**config.mk**
```make
export PLATFORM = sky130hd
export DESIGN_NAME = tfad_decode
export DESIGN_NICKNAME = d
export VERILOG_FILES = /design/src/tfad_pkg.sv /design/src/tfad_decode.sv /design/src/tfad_sync.sv
export SDC_FILE = /design/constraint.sdc
export NUM_CORES = 1
export LEC_CHECK = 0
export BUFFER_PORTS_ARGS = -buffer_cell sky130_fd_sc_hd__buf_2
export CAP_MARGIN = 10
export CORE_MARGIN = 2
export CORE_UTILIZATION = 35
export CTS_CLUSTER_SIZE = 14
export DETAILED_ROUTE_END_ITERATION = 7
export PLACE_DENSITY = 0.53
export SYNTH_ARGS = -nofsm -noshare
export SYNTH_HDL_FRONTEND = slang
export SYNTH_HIERARCHICAL = 1
export SYNTH_SLANG_ARGS = --single-unit
```
**constraint.sdc**
```tcl
create_clock -name clock -period 5.9 [get_ports clock]
set_input_delay 0.59 -clock clock [delete_from_list [all_inputs] [get_ports clock]]
set_output_delay 0.59 -clock clock [all_outputs]
set_load 0.02 [all_outputs]
```
**src/tfad_pkg.sv**
```systemverilog
// Purpose: shared constants and types of the task file access decoder
// Assumes: register addresses are the DA2:0 codes of the command block
// Notes:   pin levels are carried active high once synchronised
package tfad_pkg;

	localparam logic [2:0] ADDR_DATA      = 3'h0;
	localparam logic [2:0] ADDR_LBA_HIGH  = 3'h5;
	localparam logic [2:0] ADDR_DEVICE    = 3'h6;
	localparam logic [2:0] ADDR_CMD_STAT  = 3'h7;

	localparam int         DEV_BIT_POS    = 4;
	localparam logic [7:0] DEVICE_RST_VAL = 8'h00;
	localparam logic [7:0] LBA_RST_VAL    = 8'h00;
	localparam logic [7:0] CMD_RST_VAL    = 8'h00;

	localparam int         SYNC_STAGES    = 2;
	localparam int         PIN_W          = 24;

	// host pins after synchronisation, all active high
	typedef struct packed {
		logic        cs0;
		logic        cs1;
		logic [2:0]  da;
		logic        rd;
		logic        wr;
		logic        dmack;
		logic [15:0] dd;
	} tfad_pins_t;

	// access kind latched at the leading edge of a strobe
	typedef enum logic [3:0] {
		ACC_NONE,
		ACC_PIO,
		ACC_DMA,
		ACC_DMA_LAST,
		ACC_LBA_HIGH,
		ACC_DEVICE,
		ACC_CMD,
		ACC_CMD_BUSY,
		ACC_STATUS,
		ACC_BAD
	} tfad_acc_t;

endpackage : tfad_pkg

```
**src/tfad_decode.sv**
```systemverilog
// Purpose: device-side decode of host task file and data port accesses
// Assumes: host strobes are much slower than the 10 MHz clock
// Notes:   reads act at strobe start, writes at strobe end
`timescale 1ns/10ps
// Summary of operation
// - LBA high or device write during data request discarded, flagged
// - LBA high read when not busy
// - busy reads other than data port return status instead
// - idle device write stores, reselects
// - device register read when not busy
// - idle command write stores, starts, exits pending
// - busy command write exits pending if reset
// - status read returns status, exits pending
// - both chip selects ignore strobe
// - selected when DEV bit equals number
// - HOB picks current or previous value
// - DMA strobe without request: final or flagged
// - DMA strobe with request moves word
// - chip select during DMA ignores strobe
// - PIO data access moves one word
module tfad_decode (
	// clock and reset
	input  wire logic        clock,
	input  wire logic        nrst,
	// host pins, raw
	input  wire logic        cs0_n,
	input  wire logic        cs1_n,
	input  wire logic [2:0]  da,
	input  wire logic        dior_n,
	input  wire logic        diow_n,
	input  wire logic        dmack_n,
	input  wire logic [15:0] dd_in,
	output logic      [15:0] dd_out,
	output logic             dd_oe,
	// device core state
	input  wire logic        bsy,
	input  wire logic        drq,
	input  wire logic        dmarq,
	input  wire logic [7:0]  status_val,
	input  wire logic        hob,
	input  wire logic        lba48_en,
	input  wire logic        dev_num,
	input  wire logic        dev_reset_sup,
	input  wire logic        irq_set,
	// data word exchange with the core
	input  wire logic [15:0] rd_word,
	output logic      [15:0] wr_word,
	output logic             pio_rd_stb,
	output logic             pio_wr_stb,
	output logic             dma_rd_stb,
	output logic             dma_wr_stb,
	output logic             dma_last_stb,
	// command and status to the core
	output logic      [7:0]  cmd_code,
	output logic             cmd_stb,
	output logic      [7:0]  device_reg,
	output logic             dev_sel,
	output logic             int_pending,
	output logic             host_fault_stb
);

	tfad_pkg::tfad_pins_t   raw_pins;
	tfad_pkg::tfad_pins_t   pins;
	logic                   rd_d_r;
	logic                   wr_d_r;
	tfad_pkg::tfad_acc_t    acc_r;
	tfad_pkg::tfad_acc_t    acc_nxt;
	logic [7:0]             lbah_cur_r;
	logic [7:0]             lbah_prev_r;
	logic [7:0]             device_r;
	logic [7:0]             cmd_r;
	logic                   pend_r;
	logic                   burst_r;
	logic [15:0]            dd_out_r;
	logic                   dd_oe_r;
	logic [15:0]            wr_word_r;
	logic [4:0]             stb_r;
	logic                   cmd_stb_r;
	logic                   fault_r;

	assign raw_pins = '{cs0: ~cs0_n, cs1: ~cs1_n, da: da, rd: ~dior_n, wr: ~diow_n,
	                    dmack: ~dmack_n, dd: dd_in};

	tfad_sync #(
		.W       (tfad_pkg::PIN_W),
		.RST_VAL ('0)
	) u_sync (
		.clock (clock),
		.nrst  (nrst),
		.d     (raw_pins),
		.q     (pins)
	);

	// strobe edges
	wire rd_start  = pins.rd & ~rd_d_r;
	wire wr_start  = pins.wr & ~wr_d_r;
	wire wr_end    = ~pins.wr & wr_d_r;
	wire acc_start = rd_start | wr_start;

	// selection and chip select decode
	wire selected  = device_r[tfad_pkg::DEV_BIT_POS] == dev_num;
	wire both_cs   = pins.cs0 & pins.cs1 & ~pins.dmack;
	wire tf_cyc    = pins.cs0 & ~pins.cs1 & ~pins.dmack;
	wire dma_cyc   = pins.dmack & ~pins.cs0 & ~pins.cs1;
	wire a_data    = pins.da == tfad_pkg::ADDR_DATA;
	wire a_lbah    = pins.da == tfad_pkg::ADDR_LBA_HIGH;
	wire a_dev     = pins.da == tfad_pkg::ADDR_DEVICE;
	wire a_cmd     = pins.da == tfad_pkg::ADDR_CMD_STAT;
	wire idle      = ~bsy & ~drq;
	wire dma_go    = dma_cyc & selected & dmarq & (bsy | drq);
	wire dma_end   = dma_cyc & selected & ~dmarq & burst_r;

	// read data selection
	wire [7:0]  lbah_rd  = (lba48_en & hob) ? lbah_prev_r : lbah_cur_r;
	wire [15:0] stat_w   = {8'h00, status_val};

	// access kind from pins at strobe start
	always_comb begin
		acc_nxt = tfad_pkg::ACC_NONE;
		if (both_cs) begin
			acc_nxt = tfad_pkg::ACC_NONE;
		end else if (pins.dmack) begin
			if (dma_go) begin
				acc_nxt = tfad_pkg::ACC_DMA;
			end else if (dma_end) begin
				acc_nxt = tfad_pkg::ACC_DMA_LAST;
			end else if (dma_cyc & selected) begin
				acc_nxt = tfad_pkg::ACC_BAD;
			end
		end else if (tf_cyc & a_dev & pins.wr) begin
			// both devices latch the device register
			if (idle) begin
				acc_nxt = tfad_pkg::ACC_DEVICE;
			end else if (~bsy) begin
				acc_nxt = tfad_pkg::ACC_BAD;
			end
		end else if (tf_cyc & selected) begin
			if (a_cmd & pins.rd) begin
				acc_nxt = tfad_pkg::ACC_STATUS;
			end else if (a_cmd) begin
				acc_nxt = idle ? tfad_pkg::ACC_CMD : tfad_pkg::ACC_CMD_BUSY;
			end else if (pins.rd & bsy & ~a_data) begin
				acc_nxt = tfad_pkg::ACC_STATUS;
			end else if (a_data & ~bsy & drq) begin
				acc_nxt = tfad_pkg::ACC_PIO;
			end else if (a_lbah & pins.rd & ~bsy) begin
				acc_nxt = tfad_pkg::ACC_LBA_HIGH;
			end else if (a_dev & pins.rd & ~bsy) begin
				acc_nxt = tfad_pkg::ACC_DEVICE;
			end else if (a_lbah & pins.wr & ~bsy) begin
				acc_nxt = drq ? tfad_pkg::ACC_BAD : tfad_pkg::ACC_LBA_HIGH;
			end
		end
	end

	// read answer word
	logic [15:0] rd_val;
	logic        rd_ans;
	always_comb begin
		rd_val = 16'h0000;
		rd_ans = 1'b1;
		unique case (acc_nxt)
			tfad_pkg::ACC_STATUS:   rd_val = stat_w;
			tfad_pkg::ACC_LBA_HIGH: rd_val = {8'h00, lbah_rd};
			tfad_pkg::ACC_DEVICE:   rd_val = {8'h00, device_r};
			tfad_pkg::ACC_PIO,
			tfad_pkg::ACC_DMA,
			tfad_pkg::ACC_DMA_LAST: rd_val = rd_word;
			default:                rd_ans = 1'b0;
		endcase
	end

	wire take_rd = rd_start & rd_ans;
	wire wr_do   = wr_end;

	// strobe tracking and access latch
	always_ff @(posedge clock or negedge nrst) begin
		if (!nrst) begin
			rd_d_r <= 1'b0;
			wr_d_r <= 1'b0;
			acc_r  <= tfad_pkg::ACC_NONE;
		end else begin
			rd_d_r <= pins.rd;
			wr_d_r <= pins.wr;
			if (acc_start) begin
				acc_r <= acc_nxt;
			end
		end
	end

	// data lines driven only while an answered read stands
	always_ff @(posedge clock or negedge nrst) begin
		if (!nrst) begin
			dd_out_r <= 16'h0000;
			dd_oe_r  <= 1'b0;
		end else begin
			if (take_rd) begin
				dd_out_r <= rd_val;
				dd_oe_r  <= 1'b1;
			end else if (~pins.rd) begin
				dd_oe_r  <= 1'b0;
			end
		end
	end

	// write side storage
	always_ff @(posedge clock or negedge nrst) begin
		if (!nrst) begin
			lbah_cur_r  <= tfad_pkg::LBA_RST_VAL;
			lbah_prev_r <= tfad_pkg::LBA_RST_VAL;
			device_r    <= tfad_pkg::DEVICE_RST_VAL;
			cmd_r       <= tfad_pkg::CMD_RST_VAL;
			wr_word_r   <= 16'h0000;
		end else if (wr_do) begin
			unique case (acc_r)
				tfad_pkg::ACC_LBA_HIGH: begin
					lbah_prev_r <= lbah_cur_r;
					lbah_cur_r  <= pins.dd[7:0];
				end
				tfad_pkg::ACC_DEVICE:   device_r  <= pins.dd[7:0];
				tfad_pkg::ACC_CMD:      cmd_r     <= pins.dd[7:0];
				tfad_pkg::ACC_PIO,
				tfad_pkg::ACC_DMA,
				tfad_pkg::ACC_DMA_LAST: wr_word_r <= pins.dd;
				default: ;
			endcase
		end
	end

	// one-cycle strobes to the core: pio_rd, pio_wr, dma_rd, dma_wr, dma_last
	wire is_pio   = acc_nxt == tfad_pkg::ACC_PIO;
	wire is_dma   = (acc_nxt == tfad_pkg::ACC_DMA) | (acc_nxt == tfad_pkg::ACC_DMA_LAST);
	wire w_pio    = wr_do & (acc_r == tfad_pkg::ACC_PIO);
	wire w_dma    = wr_do & ((acc_r == tfad_pkg::ACC_DMA) | (acc_r == tfad_pkg::ACC_DMA_LAST));
	wire w_last   = (wr_do & (acc_r == tfad_pkg::ACC_DMA_LAST)) | (rd_start & acc_nxt == tfad_pkg::ACC_DMA_LAST);
	wire cmd_go   = wr_do & (acc_r == tfad_pkg::ACC_CMD);
	wire bad      = (acc_start & acc_nxt == tfad_pkg::ACC_BAD);
	wire pend_clr = cmd_go
	              | (wr_do & acc_r == tfad_pkg::ACC_CMD_BUSY & dev_reset_sup)
	              | (rd_start & tf_cyc & selected & a_cmd);

	always_ff @(posedge clock or negedge nrst) begin
		if (!nrst) begin
			stb_r     <= 5'h00;
			cmd_stb_r <= 1'b0;
			fault_r   <= 1'b0;
			pend_r    <= 1'b0;
			burst_r   <= 1'b0;
		end else begin
			stb_r     <= {w_last, w_dma, rd_start & is_dma, w_pio, rd_start & is_pio};
			cmd_stb_r <= cmd_go;
			fault_r   <= bad;
			pend_r    <= irq_set | (pend_r & ~pend_clr);
			if (~pins.dmack | (acc_start & acc_nxt == tfad_pkg::ACC_DMA_LAST)) begin
				burst_r <= 1'b0;
			end else if (acc_start & acc_nxt == tfad_pkg::ACC_DMA) begin
				burst_r <= 1'b1;
			end
		end
	end

	assign dd_out         = dd_out_r;
	assign dd_oe          = dd_oe_r;
	assign wr_word        = wr_word_r;
	assign pio_rd_stb     = stb_r[0];
	assign pio_wr_stb     = stb_r[1];
	assign dma_rd_stb     = stb_r[2];
	assign dma_wr_stb     = stb_r[3];
	assign dma_last_stb   = stb_r[4];
	assign cmd_code       = cmd_r;
	assign cmd_stb        = cmd_stb_r;
	assign device_reg     = device_r;
	assign dev_sel        = selected;
	assign int_pending    = pend_r;
	assign host_fault_stb = fault_r;

endmodule : tfad_decode

```
**src/tfad_sync.sv**
```systemverilog
// Purpose: two flip-flop synchroniser for a bundle of pin levels
// Assumes: each bit is an independent level
// Notes:   first stage feeds only the second stage
`timescale 1ns/10ps
module tfad_sync #(
	parameter int                W        = 1,
	parameter logic [W-1:0]      RST_VAL  = '0
) (
	// clock and reset
	input  wire logic            clock,
	input  wire logic            nrst,
	// levels
	input  wire logic [W-1:0]    d,
	output logic      [W-1:0]    q
);

	logic [W-1:0] meta_r;

	always_ff @(posedge clock or negedge nrst) begin
		if (!nrst) begin
			meta_r <= RST_VAL;
			q      <= RST_VAL;
		end else begin
			meta_r <= d;
			q      <= meta_r;
		end
	end

endmodule : tfad_sync
```
==> flow_summary.ini, run 1 <==
[status]
run_status = completed

[sta]
worstMarginPinSlew_ps = 886
max_freq_ghz = 0.265
fin_crit_ps = 3770
setup_viol = 0
period_share = 0.639
relSlewSlack = 0.409
slew_violations = 0
hold_slack_ps = 134
fin_tns_setup_ps = 0
rsz0062_at_grt = no
fin_skew_ps = 4.08
finalHoldViolations = 0
timing.final.ws_setup_ps = 2130

[power]
power.internal_w = 0.00172
p_leak_nw = 3.13
power_density_nw_per_um2 = 379
swShare = 0.265
ir_drop_v = 0.000236
seqPwrFrac = 0.440
p_clk_frac = 0.416
pwr-share-comb = 0.145
netSwitchingPower_w = 0.000623

[clocking]
cts-buffers-inserted = 17
cts.clk_slew.worst_paths_ps = 50
cts_setup_buffers = 0
cts.path.max_buffers = 2
cts_hold_buffers = 0
cts.sinks = 128
cts_htree_levels = 4
clock_latency_ps = 410
clockRootBuffer = clkbuf_16
cts-resized-gates = 0
cts_tree = built

[place]
io_buffers = 115
pre_cts_slack_ps = 1900
place_congestion = 0.852
place_inst = 651
dp_hpwl_um = 7400

[min_path]
min_path_type = in -> async

[synthesis]
synth_area_per_cell_um2 = 13.4
yosys.area_share.adder = 0
synth_top_family_by_area = multiplexers
netlist_area_um2 = 4870
synth_edf_count = 0
ys_top_cells_by_area = dfrtp_1 (66%), mux2_2 (11%), nand2_1 (2.7%), mux2i_1 (2.1%), inv_1 (1.7%)
synthXorXnorAreaFrac = 0.00180
ys_async_sr_fraction = 1.00
syn_inst = 365
yosysMostFrequentCell = dfrtp_1
synth_common_cells = dfrtp_1 (128), mux2_2 (48), nand2_1 (35)
synth-compound-area-share = 0.0850
synth.yosys.seq_area_share = 0.657
ys_seq_elements = 128
yosysTopAreaCell = dfrtp_1
synth_fp_nets = 423
synth_top_area_share = 0.657
synthSimpleGateAreaFrac = 0.0911
synth.distinct_cells = 50
yosys_warnings = 6
synthFlopType = dfrtp_1
synthMuxAreaShare = 0.135

[die]
initial_core_util = 0.355
rows = 43
die_y_um = 122
fp.dieW_um = 122
die-area_um2 = 14900
io_pins = 116
coreArea_um2 = 13700

[layout]
final_nets = 548
nFillCells = 1296
reg_top3 = u_sync/meta_r (24), u_sync/q (24)
syn2layout_area_growth_pct = 27.0
drive_above_1_share = 0.398
seq_area_um2 = 3200
multiInputGateArea_um2 = 1530
antennaDiodeCount = 0
stdcell_count = 682

[drt]
vias = 3247
wire_per_inst_um = 15.3
avgViaCountPerCell = 4.76
wl_um = 10400
drtPass1Iterations = 4
drt_iter0_markers = 180
ant_nets = 0
drc_errors = 0

[critical_path]
critPathLaunchType = flop
r2r_cells = 7
arrival_ps = 4060
crit_cells = 7
cp_top_family = compound AO/OA/AOI/OAI gates
r2r-end = dd_out[1]
critPathBufInv = 0
crit_type = reg -> reg
cp_data_required_time_ps = 6190
critPathCaptureType = flop
rr_startpoint = u_sync/q[17]
critPathMaxFanout = 17
slowest_delay_ps = 690
critPathSlowestCell = a221oi_4
reg2reg_slack_ps = 2130
cp_cell_sequence = nand2_2 > or4_1 > a2111o_1 > a21o_1 > a221oi_4 > o31a_1 > mux2_2

[grt]
grt_usage = 0.150
grt_pass1_vias = 3319
grt-ovfl-total = 0
antenna_found_initial = 0
grt_first_pass_wirelength_um = 16900
grt_start_max_net_pins = 72

[run]
drv_cap = 0
==> power groups by stage <==
stage / registers (W) / clock network [W] / logic (W)
finish: 0.00103 / 0.000976 / 0.000340
global route: 0.00105 / 0.00105 / 0.000372
CTS: 0.00103 / 0.00100 / 0.000346
detailed placement: 0.00105 / 0 / 0.000344
global placement: 0.00105 / 0 / 0.000341
floorplan: 0.00114 / 0 / 0.000111
==> kinds of logic (layout without fill, tap and decap cells) <==
kind of cell | count (synthesis) | after routing
and+or+nand+nor | 92 | 92
AOI/OAI and AO/OA | 52 | 52
xor gates and xnor gates | 1 | 1
buffers and inverters | 33 | 170
DFF | 128 | 128
muxes | 59 | 59
==> area by class of cell <==
cell class	count	area share
Tap cell	180	0.0364
Clock buffer	22	0.0766
Sequential cell	128	0.518
Inverter	23	0.0140
Timing Repair Buffer	116	0.0952
Clock inverter	9	0.0137
Multi-Input combinational cell	204	0.246
==> metrics by stage <==
stage,util,power [W],area [um^2]
after global placement,0.410,0.00139,5630
after CTS,0.451,0.00238,6190
after global routing,0.451,0.00246,6190
after detailed placement,0.410,0.00139,5630
final,0.451,0.00235,6190
after floorplan,-,0.00125,4870
==> worst register-to-register path: cells and delay by family, from the launching register on <==
| kind | cells | cell delay, ps |
|---|---|---|
| compound gates | 4 | 2160 |
| flops | 1 | 500 |
| mux | 1 | 410 |
| simple gates | 2 | 580 |
==> how the worst max path moves through the flow <==
stage | start | endpoint | slack [ps]
floorplan | dev_num | dd_out[7] | 2890
global placement | dev_num | dd_out[6] | 1980
detailed placement | dev_num | dd_out[1] | 1900
CTS | u_sync/q[17] | dd_out[1] | 2120
global route | u_sync/q[17] | dd_out[1] | 1880
finish | u_sync/q[17] | dd_out[1] | 2130
==> layer usage <==
metal,global-route usage,routed length [um],vias up
met2,0.234,4890,99
li1,-,-,1541
met1,0.198,4730,1597
met5,0,0,-
met3,0.0506,671,10
met4,0.0496,118,0
==> cells in the final DEF, fill, tap and decap left out, drive strengths merged, types with 8 or more instances in the layout <==
master	instances
a221oi	9
clkbuf	22
mux2	49
nor2	21
mux2i	10
dfrtp	128
buf	116
inv	22
nand2	37
nand3	9
a221o	8
o21ai	11
Power figures use the tool's default switching activity.
==> run 2: changes to the inputs <==
PLACE_DENSITY = 0.55   (was 0.53)
clock period = 3.3 ns   (was 5.9 ns; I/O delays follow)
==> run 2 against run 1 <==
Sequential share of layout area is 1.0 points lower. Critical endpoint is now dd_out[4]. Highest routed layer unchanged. Largest power group is now the clock network. Sequential power up 80%. Critical path depth unchanged.
==> flow_summary.ini, run 2 (synthesis results as in run 1) <==
[die]
coreArea_um2 = 13700
io_pins = 116
die-area_um2 = 14900
rows = 43
fp.dieW_um = 122
die_y_um = 122
initial_core_util = 0.355

[critical_path]
cp_data_required_time_ps = 3590
reg2reg_slack_ps = 180
slowest_delay_ps = 580
crit_cells = 7
critPathLaunchType = flop
critPathMaxFanout = 17
cp_cell_sequence = xor2_1 > or3_1 > a2111o_1 > a21o_1 > a221oi_4 > o31a_1 > mux2_2
critPathSlowestCell = o31a_1
cp_top_family = compound AO/OA/AOI/OAI gates
arrival_ps = 3410
r2r_cells = 7
critPathCaptureType = flop
critPathBufInv = 0
crit_type = reg -> reg

[sta]
fin_skew_ps = 6.98
slew_violations = 0
setup_viol = 0
fin_tns_setup_ps = 0
rsz0062_at_grt = no
period_share = 0.945
finalHoldViolations = 0
max_freq_ghz = 0.321
fin_crit_ps = 3120
worstMarginPinSlew_ps = 1010
relSlewSlack = 0.327

[clocking]
cts-resized-gates = 0
cts.sinks = 128
cts-buffers-inserted = 17
cts.path.max_buffers = 2
cts_hold_buffers = 0
cts_htree_levels = 4
clockRootBuffer = clkbuf_16
clock_latency_ps = 410
cts.clk_slew.worst_paths_ps = 60
cts_setup_buffers = 0
cts_tree = built

[place]
io_buffers = 115
place_congestion = 0.845
dp_hpwl_um = 7410
place_inst = 658

[drt]
drc_errors = 0
wire_per_inst_um = 15.4
avgViaCountPerCell = 4.76
vias = 3292
drtPass1Iterations = 4
drt_iter0_markers = 216
wl_um = 10600
ant_nets = 0

[grt]
grt-ovfl-total = 0
grtUsageMet2 = 0.238
antenna_found_initial = 0
grt_start_max_net_pins = 112
grt_usage = 0.152
grt_first_pass_wirelength_um = 16900
grt_use_met1 = 0.196
grt_pass1_vias = 3325
gr-max-usage-layer = met2
grt_util_met3 = 0.0449

[layout]
antennaDiodeCount = 0
syn2layout_area_growth_pct = 29.5
layout_common_cells = dfrtp_1 (128), buf_2 (114), mux2_2 (48)
final_nets = 556
reg_top3 = u_sync/meta_r (24), u_sync/q (24)
final_common_cell = dfrtp_1
stdcell_count = 691
drive_above_1_share = 0.407

[power]
power_density_nw_per_um2 = 696
p_leak_nw = 3.20
ir_drop_v = 0.000395

[status]
run_status = completed

[run]
drv_cap = 0

[min_path]
min_path_type = in -> async
## run 2: power by group
part           internal (W)  switching, W
logic              0.000253      0.000368
clock network       0.00127      0.000659
registers           0.00175     0.0000955
## run 2: metrics by stage
stage,hold slack [ps],area [um^2],utilization,total power [W],setup WS [ps]
4_1_cts,5.27,6300,0.459,0.00445,165
3_5_place_dp,335,5680,0.414,0.00250,127
6_report,11.2,6310,0.460,0.00439,181
2_1_floorplan,34.4,4870,-,0.00223,390
5_1_grt,0.907,6310,0.460,0.00461,12.6
3_3_place_gp,333,5680,0.414,0.00249,220
## run 2: final cells by class
type                            instances  area (um^2)
Clock inverter                          9          130
Fill cell                            1294         7410
Tap cell                              180          225
Clock buffer                           23          488
Timing Repair Buffer                  124          652
Sequential cell                       128         3200
Multi-Input combinational cell        204         1530
Inverter                               23         86.3
## run 2: worst register-to-register path, delay by kind of cell (launching register included)
kind             cells  cell delay, ps
AO/OA/AOI/OAI        4            1530
XOR/XNOR             1             200
flip-flops           1             420
multiplexers         1             410
AND/OR/NAND/NOR      1             430
## run 2: path summary, 6_finish.rpt
| kind | from | end |
|---|---|---|
| max | device_reg[4] | dd_out[4] |
| min | nrst | int_pending |
| max reg2reg | device_reg[4] | dd_out[4] |
| min reg2reg | u_sync/meta_r[17] | u_sync/q[17] |
| max in group asynchronous | nrst | dd_out[0] |
| min in group clock | dd_in[13] | u_sync/meta_r[13] |
## run 2: per-layer routing
layer  part of all wire  up-vias
met5                  0        -
met4              0.014        0
met3              0.060       12
met2               0.47      109
met1               0.46     1607
li1                   -     1564
